File: src/pwr_wdt_pkg.sv
package pwr_wdt_pkg;

    // Register byte offsets on the Wishbone slave
    localparam logic [7:0] PCR_OFFSET        = 8'h00;
    localparam logic [7:0] WDT_CTRL_OFFSET   = 8'h04;
    localparam logic [7:0] IRQ_STATUS_OFFSET = 8'h08;
    localparam logic [7:0] IRQ_CLEAR_OFFSET  = 8'h0c;
    localparam logic [7:0] IRQ_ENABLE_OFFSET = 8'h10;
    localparam logic [7:0] WDT_COUNT_OFFSET  = 8'h14;

    // Power control register fields
    localparam int PCR_IDLE_ARM_BIT  = 0;
    localparam int PCR_PD_ARM_BIT    = 1;
    localparam int PCR_SLOW_BIT      = 4;
    localparam int PCR_IDLE_GO_BIT   = 5;
    localparam int PCR_PD_GO_BIT     = 6;
    localparam logic [7:0] PCR_RESET = 8'h00;
    // Bits kept when a sleep mode is left
    localparam logic [7:0] PCR_EXIT_MASK = 8'h9c;

    // Watchdog control register fields
    localparam int WDT_START_BIT   = 0;
    localparam int WDT_CLEAR_BIT   = 1;
    localparam int WDT_RUNNING_BIT = 0;
    localparam int WDT_FLAG_BIT    = 2;

    // Interrupt status bits
    localparam int IRQ_WDT_RESET_BIT = 0;
    localparam int IRQ_IDLE_EXIT_BIT = 1;
    localparam int IRQ_PD_EXIT_BIT   = 2;
    localparam int IRQ_BITS          = 3;
    localparam logic [2:0] IRQ_RESET = 3'h0;

    // Clock divider for slow down mode
    localparam int SLOW_DIV            = 8;
    localparam logic [2:0] DIV_RESET   = 3'h0;
    localparam logic [2:0] DIV_LAST    = 3'h7;

    // Watchdog timing
    localparam int WDT_TIMEOUT_US        = 65532;
    localparam int WDT_REF_OSC_MHZ       = 12;
    localparam logic [15:0] WDT_END_COUNT = 16'hfffc;
    localparam logic [15:0] WDT_COUNT_RESET = 16'h0000;
    localparam int WDT_TIMEOUT_CYCLES    = WDT_TIMEOUT_US * WDT_REF_OSC_MHZ;
    localparam int WDT_TICK_CYCLES       = WDT_TIMEOUT_CYCLES / 65532;
    localparam int OSC_PER_INSTR         = 12;
    localparam int WDT_RST_INSTR         = 4;
    localparam int WDT_RST_CYCLES        = WDT_RST_INSTR * OSC_PER_INSTR;

    typedef enum logic [1:0] {
        MODE_RUN   = 2'b00,
        MODE_IDLE  = 2'b01,
        MODE_PDOWN = 2'b11
    } power_mode_t;

endpackage : pwr_wdt_pkg

File: src/power_mode_and_watchdog_supervisor.sv
// Decided for this implementation: the register addresses and the Wishbone register port.
`timescale 1ns/1ns
`default_nettype none

module power_mode_and_watchdog_supervisor #(
    parameter int          TICK_CYCLES = pwr_wdt_pkg::WDT_TICK_CYCLES,
    parameter logic [15:0] WDT_END     = pwr_wdt_pkg::WDT_END_COUNT,
    parameter int          RST_CYCLES  = pwr_wdt_pkg::WDT_RST_CYCLES
) (
    input  wire logic        CLK,                 // Oscillator clock
    input  wire logic        RESET_N,             // Synchronous hardware reset, active low
    input  wire logic        WB_CYC_I,            // Wishbone cycle
    input  wire logic        WB_STB_I,            // Wishbone strobe
    input  wire logic        WB_WE_I,             // Wishbone write enable
    input  wire logic [7:0]  WB_ADR_I,            // Wishbone byte address
    input  wire logic [3:0]  WB_SEL_I,            // Wishbone byte select
    input  wire logic [31:0] WB_DAT_I,            // Wishbone write data
    output logic      [31:0] WB_DAT_O,            // Wishbone read data
    output logic             WB_ACK_O,            // Wishbone acknowledge
    input  wire logic        IRQ_REQ,             // Enabled interrupt pending
    input  wire logic        EXT_INT_ZERO_PIN_N,  // External interrupt 0 pin, active low
    output logic             CPU_CLK_EN,          // CPU clock enable
    output logic             PERIPH_CLK_EN,       // Peripheral clock enable
    output logic             OSC_EN,              // Oscillator enable
    output logic             INTERNAL_RESET,      // Watchdog reset, active high
    output logic             IRQ                  // Supervisor interrupt
);

    function automatic logic hit(input logic [7:0] adr, input logic [7:0] off);
        hit = (adr == off);
    endfunction : hit

    logic        bus_req;
    logic        bus_wr;
    logic        lane0;
    logic        wr_pcr;
    logic        wr_wdt;
    logic        wr_clr;
    logic        wr_ena;
    logic [7:0]  wdata;

    assign bus_req = WB_CYC_I & WB_STB_I & ~WB_ACK_O;
    assign lane0   = WB_SEL_I[0];
    assign bus_wr  = bus_req & WB_WE_I & lane0;
    assign wdata   = WB_DAT_I[7:0];
    assign wr_pcr  = bus_wr & hit(WB_ADR_I, pwr_wdt_pkg::PCR_OFFSET);
    assign wr_wdt  = bus_wr & hit(WB_ADR_I, pwr_wdt_pkg::WDT_CTRL_OFFSET);
    assign wr_clr  = bus_wr & hit(WB_ADR_I, pwr_wdt_pkg::IRQ_CLEAR_OFFSET);
    assign wr_ena  = bus_wr & hit(WB_ADR_I, pwr_wdt_pkg::IRQ_ENABLE_OFFSET);

    // Pin synchroniser
    logic ext_interrupt_zero_pin_s1_reg;
    logic ext_interrupt_zero_pin_s2_reg;

    always_ff @(posedge CLK) begin
        if (!RESET_N) begin
            ext_interrupt_zero_pin_s1_reg <= 1'b1;
            ext_interrupt_zero_pin_s2_reg <= 1'b1;
        end else begin
            ext_interrupt_zero_pin_s1_reg <= EXT_INT_ZERO_PIN_N;
            ext_interrupt_zero_pin_s2_reg <= ext_interrupt_zero_pin_s1_reg;
        end
    end

    // Watchdog state
    logic        wdt_running_reg;
    logic        wdt_running_next;
    logic        wdt_flag_reg;
    logic        wdt_flag_next;
    logic [15:0] wdt_count_reg;
    logic [15:0] wdt_count_next;
    logic [15:0] tick_cnt_reg;
    logic [15:0] tick_cnt_next;
    logic [7:0]  rst_cnt_reg;
    logic [7:0]  rst_cnt_next;
    logic        int_rst_reg;
    logic        int_rst_next;
    logic        wdt_fire;
    logic        in_wdt_rst;
    logic        periph_tick;

    assign in_wdt_rst = (rst_cnt_reg != 8'h00);

    always_comb begin
        wdt_running_next = wdt_running_reg;
        wdt_flag_next    = wdt_flag_reg;
        wdt_count_next   = wdt_count_reg;
        tick_cnt_next    = tick_cnt_reg;
        rst_cnt_next     = rst_cnt_reg;
        wdt_fire         = 1'b0;
        if (wr_wdt && wdata[pwr_wdt_pkg::WDT_START_BIT]) begin
            wdt_running_next = 1'b1;
        end
        if (in_wdt_rst) begin
            rst_cnt_next   = rst_cnt_reg - 8'h01;
            wdt_count_next = pwr_wdt_pkg::WDT_COUNT_RESET;
            tick_cnt_next  = 16'h0000;
        end else if (wr_wdt && wdata[pwr_wdt_pkg::WDT_CLEAR_BIT]) begin
            wdt_count_next = pwr_wdt_pkg::WDT_COUNT_RESET;
            tick_cnt_next  = 16'h0000;
        end else if (wdt_running_reg && wdt_count_reg == WDT_END) begin
            wdt_fire       = 1'b1;
            rst_cnt_next   = 8'(RST_CYCLES);
            wdt_count_next = pwr_wdt_pkg::WDT_COUNT_RESET;
            tick_cnt_next  = 16'h0000;
            wdt_flag_next  = 1'b1;
        end else if (wdt_running_reg && periph_tick) begin
            if (tick_cnt_reg == 16'(TICK_CYCLES - 1)) begin
                tick_cnt_next  = 16'h0000;
                wdt_count_next = wdt_count_reg + 16'h0001;
            end else begin
                tick_cnt_next  = tick_cnt_reg + 16'h0001;
            end
        end
        int_rst_next = (rst_cnt_next != 8'h00);
    end

    always_ff @(posedge CLK) begin
        if (!RESET_N) begin
            wdt_running_reg <= 1'b0;
            wdt_flag_reg    <= 1'b0;
            wdt_count_reg   <= pwr_wdt_pkg::WDT_COUNT_RESET;
            tick_cnt_reg    <= 16'h0000;
            rst_cnt_reg     <= 8'h00;
            int_rst_reg     <= 1'b0;
        end else begin
            wdt_running_reg <= wdt_running_next;
            wdt_flag_reg    <= wdt_flag_next;
            wdt_count_reg   <= wdt_count_next;
            tick_cnt_reg    <= tick_cnt_next;
            rst_cnt_reg     <= rst_cnt_next;
            int_rst_reg     <= int_rst_next;
        end
    end

    // Power mode state
    pwr_wdt_pkg::power_mode_t mode_reg;
    pwr_wdt_pkg::power_mode_t mode_next;
    logic [7:0]  pcr_reg;
    logic [7:0]  pcr_next;
    logic        arm_idle_reg;
    logic        arm_idle_next;
    logic        arm_pd_reg;
    logic        arm_pd_next;
    logic        idle_exit;
    logic        pd_exit;

    always_comb begin
        mode_next     = mode_reg;
        pcr_next      = pcr_reg;
        arm_idle_next = arm_idle_reg;
        arm_pd_next   = arm_pd_reg;
        idle_exit     = 1'b0;
        pd_exit       = 1'b0;
        if (bus_wr) begin
            arm_idle_next = 1'b0;
            arm_pd_next   = 1'b0;
        end
        if (wdt_fire || in_wdt_rst) begin
            mode_next     = pwr_wdt_pkg::MODE_RUN;
            pcr_next      = pwr_wdt_pkg::PCR_RESET;
            arm_idle_next = 1'b0;
            arm_pd_next   = 1'b0;
        end else begin
            case (mode_reg)
                pwr_wdt_pkg::MODE_RUN: begin
                    if (wr_pcr) begin
                        pcr_next = wdata;
                        pcr_next[pwr_wdt_pkg::PCR_IDLE_GO_BIT] = 1'b0;
                        pcr_next[pwr_wdt_pkg::PCR_PD_GO_BIT]   = 1'b0;
                        if (arm_pd_reg && wdata[pwr_wdt_pkg::PCR_PD_GO_BIT]) begin
                            mode_next = pwr_wdt_pkg::MODE_PDOWN;
                            pcr_next[pwr_wdt_pkg::PCR_PD_GO_BIT] = 1'b1;
                        end else if (arm_idle_reg && wdata[pwr_wdt_pkg::PCR_IDLE_GO_BIT]) begin
                            mode_next = pwr_wdt_pkg::MODE_IDLE;
                            pcr_next[pwr_wdt_pkg::PCR_IDLE_GO_BIT] = 1'b1;
                        end else begin
                            arm_idle_next = wdata[pwr_wdt_pkg::PCR_IDLE_ARM_BIT]
                                          & ~wdata[pwr_wdt_pkg::PCR_IDLE_GO_BIT];
                            arm_pd_next   = wdata[pwr_wdt_pkg::PCR_PD_ARM_BIT]
                                          & ~wdata[pwr_wdt_pkg::PCR_PD_GO_BIT];
                        end
                    end
                end
                pwr_wdt_pkg::MODE_IDLE: begin
                    if (IRQ_REQ) begin
                        mode_next = pwr_wdt_pkg::MODE_RUN;
                        pcr_next  = pcr_reg & pwr_wdt_pkg::PCR_EXIT_MASK;
                        idle_exit = 1'b1;
                    end
                end
                pwr_wdt_pkg::MODE_PDOWN: begin
                    if (!ext_interrupt_zero_pin_s2_reg) begin
                        mode_next = pwr_wdt_pkg::MODE_RUN;
                        pcr_next  = pcr_reg & pwr_wdt_pkg::PCR_EXIT_MASK;
                        pd_exit   = 1'b1;
                    end
                end
                default: begin
                    mode_next = pwr_wdt_pkg::MODE_RUN;
                end
            endcase
        end
    end

    always_ff @(posedge CLK) begin
        if (!RESET_N) begin
            mode_reg     <= pwr_wdt_pkg::MODE_RUN;
            pcr_reg      <= pwr_wdt_pkg::PCR_RESET;
            arm_idle_reg <= 1'b0;
            arm_pd_reg   <= 1'b0;
        end else begin
            mode_reg     <= mode_next;
            pcr_reg      <= pcr_next;
            arm_idle_reg <= arm_idle_next;
            arm_pd_reg   <= arm_pd_next;
        end
    end

    // Clock enables
    logic [2:0] div_reg;
    logic [2:0] div_next;
    logic       slow;
    logic       cpu_en_next;
    logic       periph_en_next;
    logic       osc_en_next;
    logic       cpu_en_reg;
    logic       periph_en_reg;
    logic       osc_en_reg;

    assign slow        = pcr_reg[pwr_wdt_pkg::PCR_SLOW_BIT];
    assign periph_tick = periph_en_reg;

    always_comb begin
        div_next       = div_reg + 3'h1;
        periph_en_next = slow ? (div_reg == pwr_wdt_pkg::DIV_LAST) : 1'b1;
        osc_en_next    = 1'b1;
        if (mode_next == pwr_wdt_pkg::MODE_PDOWN) begin
            periph_en_next = 1'b0;
            osc_en_next    = 1'b0;
            div_next       = pwr_wdt_pkg::DIV_RESET;
        end
        cpu_en_next = periph_en_next & (mode_next == pwr_wdt_pkg::MODE_RUN);
    end

    always_ff @(posedge CLK) begin
        if (!RESET_N) begin
            div_reg       <= pwr_wdt_pkg::DIV_RESET;
            cpu_en_reg    <= 1'b1;
            periph_en_reg <= 1'b1;
            osc_en_reg    <= 1'b1;
        end else begin
            div_reg       <= div_next;
            cpu_en_reg    <= cpu_en_next;
            periph_en_reg <= periph_en_next;
            osc_en_reg    <= osc_en_next;
        end
    end

    // Interrupt registers and bus answer
    logic [2:0]  irq_status_reg;
    logic [2:0]  irq_status_next;
    logic [2:0]  irq_enable_reg;
    logic [2:0]  irq_enable_next;
    logic [2:0]  events;
    logic        irq_next;
    logic        irq_reg;
    logic        ack_next;
    logic        ack_reg;
    logic [31:0] rdata_next;
    logic [31:0] rdata_reg;

    always_comb begin
        events = 3'h0;
        events[pwr_wdt_pkg::IRQ_WDT_RESET_BIT] = wdt_fire;
        events[pwr_wdt_pkg::IRQ_IDLE_EXIT_BIT] = idle_exit;
        events[pwr_wdt_pkg::IRQ_PD_EXIT_BIT]   = pd_exit;
        irq_status_next = irq_status_reg;
        if (wr_clr) begin
            irq_status_next = irq_status_reg & ~wdata[2:0];
        end
        irq_status_next = irq_status_next | events;
        irq_enable_next = wr_ena ? wdata[2:0] : irq_enable_reg;
        irq_next        = |(irq_status_next & irq_enable_next);
        ack_next        = bus_req;
        rdata_next      = 32'h0000_0000;
        if (bus_req && !WB_WE_I) begin
            case (WB_ADR_I)
                pwr_wdt_pkg::PCR_OFFSET: begin
                    rdata_next[7:0] = pcr_reg;
                end
                pwr_wdt_pkg::WDT_CTRL_OFFSET: begin
                    rdata_next[pwr_wdt_pkg::WDT_RUNNING_BIT] = wdt_running_reg;
                    rdata_next[pwr_wdt_pkg::WDT_FLAG_BIT]    = wdt_flag_reg;
                end
                pwr_wdt_pkg::IRQ_STATUS_OFFSET: begin
                    rdata_next[2:0] = irq_status_reg;
                end
                pwr_wdt_pkg::IRQ_ENABLE_OFFSET: begin
                    rdata_next[2:0] = irq_enable_reg;
                end
                pwr_wdt_pkg::WDT_COUNT_OFFSET: begin
                    rdata_next[15:0] = wdt_count_reg;
                end
                default: begin
                    rdata_next = 32'h0000_0000;
                end
            endcase
        end
    end

    always_ff @(posedge CLK) begin
        if (!RESET_N) begin
            irq_status_reg <= pwr_wdt_pkg::IRQ_RESET;
            irq_enable_reg <= pwr_wdt_pkg::IRQ_RESET;
            irq_reg        <= 1'b0;
            ack_reg        <= 1'b0;
            rdata_reg      <= 32'h0000_0000;
        end else begin
            irq_status_reg <= irq_status_next;
            irq_enable_reg <= irq_enable_next;
            irq_reg        <= irq_next;
            ack_reg        <= ack_next;
            rdata_reg      <= rdata_next;
        end
    end

    assign WB_ACK_O       = ack_reg;
    assign WB_DAT_O       = rdata_reg;
    assign IRQ            = irq_reg;
    assign CPU_CLK_EN     = cpu_en_reg;
    assign PERIPH_CLK_EN  = periph_en_reg;
    assign OSC_EN         = osc_en_reg;
    assign INTERNAL_RESET = int_rst_reg;

endmodule : power_mode_and_watchdog_supervisor

`default_nettype wire

File: config.mk
export PLATFORM = sky130hd
export DESIGN_NAME = power_mode_and_watchdog_supervisor
export DESIGN_NICKNAME = d
export VERILOG_FILES = /design/src/pwr_wdt_pkg.sv /design/src/power_mode_and_watchdog_supervisor.sv
export SDC_FILE = /design/constraint.sdc
export NUM_CORES = 1
export LEC_CHECK = 0
export BUFFER_PORTS_ARGS = -buffer_cell sky130_fd_sc_hd__buf_2
export CAP_MARGIN = 15
export CORE_MARGIN = 5
export CORE_UTILIZATION = 49
export DETAILED_ROUTE_END_ITERATION = 10
export MAX_ROUTING_LAYER = met4
export PLACE_DENSITY = 0.75
export SLEW_MARGIN = 15
export SYNTH_ARGS = -nofsm -noshare
export SYNTH_HDL_FRONTEND = slang
export SYNTH_SLANG_ARGS = --single-unit
export TNS_END_PERCENT = 30
File: constraint.sdc
create_clock -name CLK -period 2.05 [get_ports CLK]
set_clock_uncertainty 0.1 [all_clocks]
set_input_delay 0.41 -clock CLK [delete_from_list [all_inputs] [get_ports CLK]]
set_output_delay 0.41 -clock CLK [all_outputs]
set_load 0.005 [all_outputs]
==> impl_metrics.tcl <==
set metrics [dict create \
    outcome "completed" \
    first_global_vias 3630 \
    slew_viol_final 0 \
    startpoint "tick_cnt_reg[1]" \
    hold_path_class "in2reg" \
    final_cell_mix "dfxtp_1, buf_4, nor2_1" \
    viasPerCell 5.396 \
    num_vias 3691 \
    criticalPathCategory "reg2reg" \
    worst-path-stages 7 \
    fmax_ghz 0.4956 \
    reg2reg_depth 7 \
    synth-seq-area-share 0.4269 \
    start_util 0.4991 \
    place_congestion 0.8790 \
    crit_chain "ha_4 > nor4b_4 > buf_4 > and3_4 > nand4_1 > or3_4 > a21oi_2" \
    power_mw 4.219 \
    grt_usage 0.2086 \
    place_hpwl_um 7567 \
    hold_viol_final 0 \
    first_pass_iters 7 \
    dieArea_sq_um 10250 \
    p_per_area_nw_per_um2 816.0 \
    routed_wl_um 10110 \
    final.setup.tns_ns 0 \
    place_area_sq_um 4811 \
    syn_to_final_growth_pct 26.71 \
    cp-endpoint "wdt_count_reg[15]" \
    async_flop_share 0 \
    clock_path_buffers 2 \
    clk_latency_ns 0.36 \
    r2r-start "tick_cnt_reg[1]" \
    grt_start_max_net_pins 15 \
    syn_inst 459 \
    p_leak_nw 2.051 \
    layout_min_cycle_time_ns 2.018 \
    n_antenna_cell 0 \
    netlist_area_sq_um 4080 \
    fp.dieH_um 101.3 \
    drv_cap 0 \
    yosysUniqueCellTypes 63 \
    core_area_sq_um 8175 \
    h-tree-depth 3 \
    overflow 0 \
    final_cell_area_sq_um 5170 \
    end_kind "flop" \
    reg2reg_to "wdt_count_reg[15]" \
    drt_iter0_markers 181 \
    synth_warnings 0 \
    slowest_delay_ns 0.45 \
    antenna_found_initial 0 \
    ys_ff_latch 87 \
    layout_commonest_cell "dfxtp_1" \
    vdd_ir_drop_max_uv 639.6 \
    clock-root-buffer "clkbuf_8" \
    portBuffers 45 \
    ant_nets 0 \
    holdCritStartpoint "EXT_INT_ZERO_PIN_N" \
    drive_gt1_frac 0.3005 \
    synth_edf_count 0 \
    rsz0062_at_grt "true" \
    drt-wirelength-per-cell_um 14.78 \
    io_pins 89 \
    std_cell_rows 33 \
    finalSetupViolCount 0 \
    rrSetupSlack_ns 0.03 \
    cp_max_fo 6 \
    worstPathArrival_ns 2.22 \
    grt_pass1_wl_um 16710 \
    finalCritPeriodShare 0.9842 \
    cts_tree "done" \
    die_w_um 101.3 \
    final_nets 633 \
    cpMaxStageDelayCell "or3_4" \
    cp.buffers_inverters 1 \
    crit_family "simple AND/OR/NAND/NOR gates" \
    postCtsHoldBufs 0 \
    cp.required_ns 2.25 \
    syn_avg_cell_area_sq_um 8.889 \
    start_kind "flop" \
    cts_sinks 87 \
    synthFlopType "dfxtp_1" \
    drc 0 \
    numCtsBuffers 9 \
    clkTransAtPathRegs_ns 0.09 \
]
## cell type report
cell class,count,area (sq um)
clock buffer,12,155.1
clock inverter,3,18.77
fill,709,3005
inverter,13,48.80
multi-input combinational,348,2303
sequential,87,1747
tap,105,131.4
timing repair buffer,116,765.7
## cell usage after synthesis (2+ instances only)
cell type  number  area [sq um]
a21oi_1        22         110.1
and3_1          8         50.05
and2_1         17         106.4
a211oi_1        2         15.01
a32oi_1         2         17.52
nor3b_1         2         15.01
nand3_1        12         60.06
nor4_4          3         63.81
nor4_1          8         50.05
o21a_1          2         15.01
a21boi_0        2         15.01
mux2i_1        11         110.1
ha_1            7         87.58
nand4_1        16         100.1
xor2_1         15         131.4
a31oi_1         6         37.54
buf_4          16         120.1
a22o_1          5         43.79
clkbuf_1        9         33.78
xnor2_1         9         78.83
o21ai_0        13         65.06
o22ai_1         2         12.51
or3_1           9         56.30
nor2_1         60         225.2
nor2b_1         2         12.51
and2_0          2         12.51
or4_4           2         22.52
nand2b_1        5         31.28
nor3_1         15         75.07
nor4b_1         3         26.28
inv_1          13         48.80
or4_1           2         15.01
a221oi_1        3         26.28
nand2_1        39         146.4
dfxtp_1        87          1742
## layer usage
| layer | part of all wire | GRT usage | vias to the layer above |
|---|---|---|---|
| met5 | 0 | - | - |
| li1 | - | - | 1834 |
| met3 | 0.050 | 0.03788 | 13 |
| met4 | 0.013 | 0.07055 | 0 |
| met1 | 0.44 | 0.2527 | 1742 |
| met2 | 0.49 | 0.3491 | 102 |
## worst min path at each step
stage | endpoint | cells after the start
3_3_place_gp | ext_interrupt_zero_pin_s2_reg | 1
2_1_floorplan | ext_interrupt_zero_pin_s2_reg | 1
4_1_cts | ext_interrupt_zero_pin_s1_reg | 2
6_report | ext_interrupt_zero_pin_s1_reg | 2
3_5_place_dp | ext_interrupt_zero_pin_s2_reg | 1
5_1_grt | ext_interrupt_zero_pin_s1_reg | 2
## where the power goes
part,switching [mW],internal (mW)
registers,0.0875,1.78
clock network,0.590,0.499
logic,0.686,0.581
## cells by family (layout without fill, tap and decap cells)
kind of cell	after synthesis	count (layout)	synth area share
AO/OA/AOI/OAI	70	70	0.1144
multiplexers	12	12	0.02975
other	1	16	0.0009191
AND/OR/NAND/NOR	218	219	0.3014
flip-flops	87	87	0.4269
adder cells (fa/ha/maj)	7	7	0.02146
buffers and inverters	40	144	0.05366
XOR/XNOR	24	24	0.05152
## worst reg2reg max path: cells and delay by family (launching register included)
kind	cells	cell delay (ns)
AOI/OAI and AO/OA	1	0.11
adders and majority gates	1	0.14
buffers and inverters	1	0.17
DFF	1	0.36
and+or+nand+nor	4	1.08
## repair_timing
action	4_1_cts	5_1_grt
setup buffers	0	6
hold endpoints to repair	0	0
gates cloned	0	1
pin swaps	1	13
endpoints found under the setup margin	22	39
resized for setup	5	33
## through the flow
stage               worst slack (ns)  cells  hold WS (ns)  utilization
global placement             -0.1386    662        0.2939       0.5885
global route                -0.05895    684        0.1536       0.6324
detailed placement           -0.1456    662        0.2933       0.5885
finish                       0.03239    684        0.1440       0.6324
CTS                         -0.01397    677        0.1461       0.6131
floorplan                   0.009751    474        0.2863            -
Power figures use the tool's default switching activity.
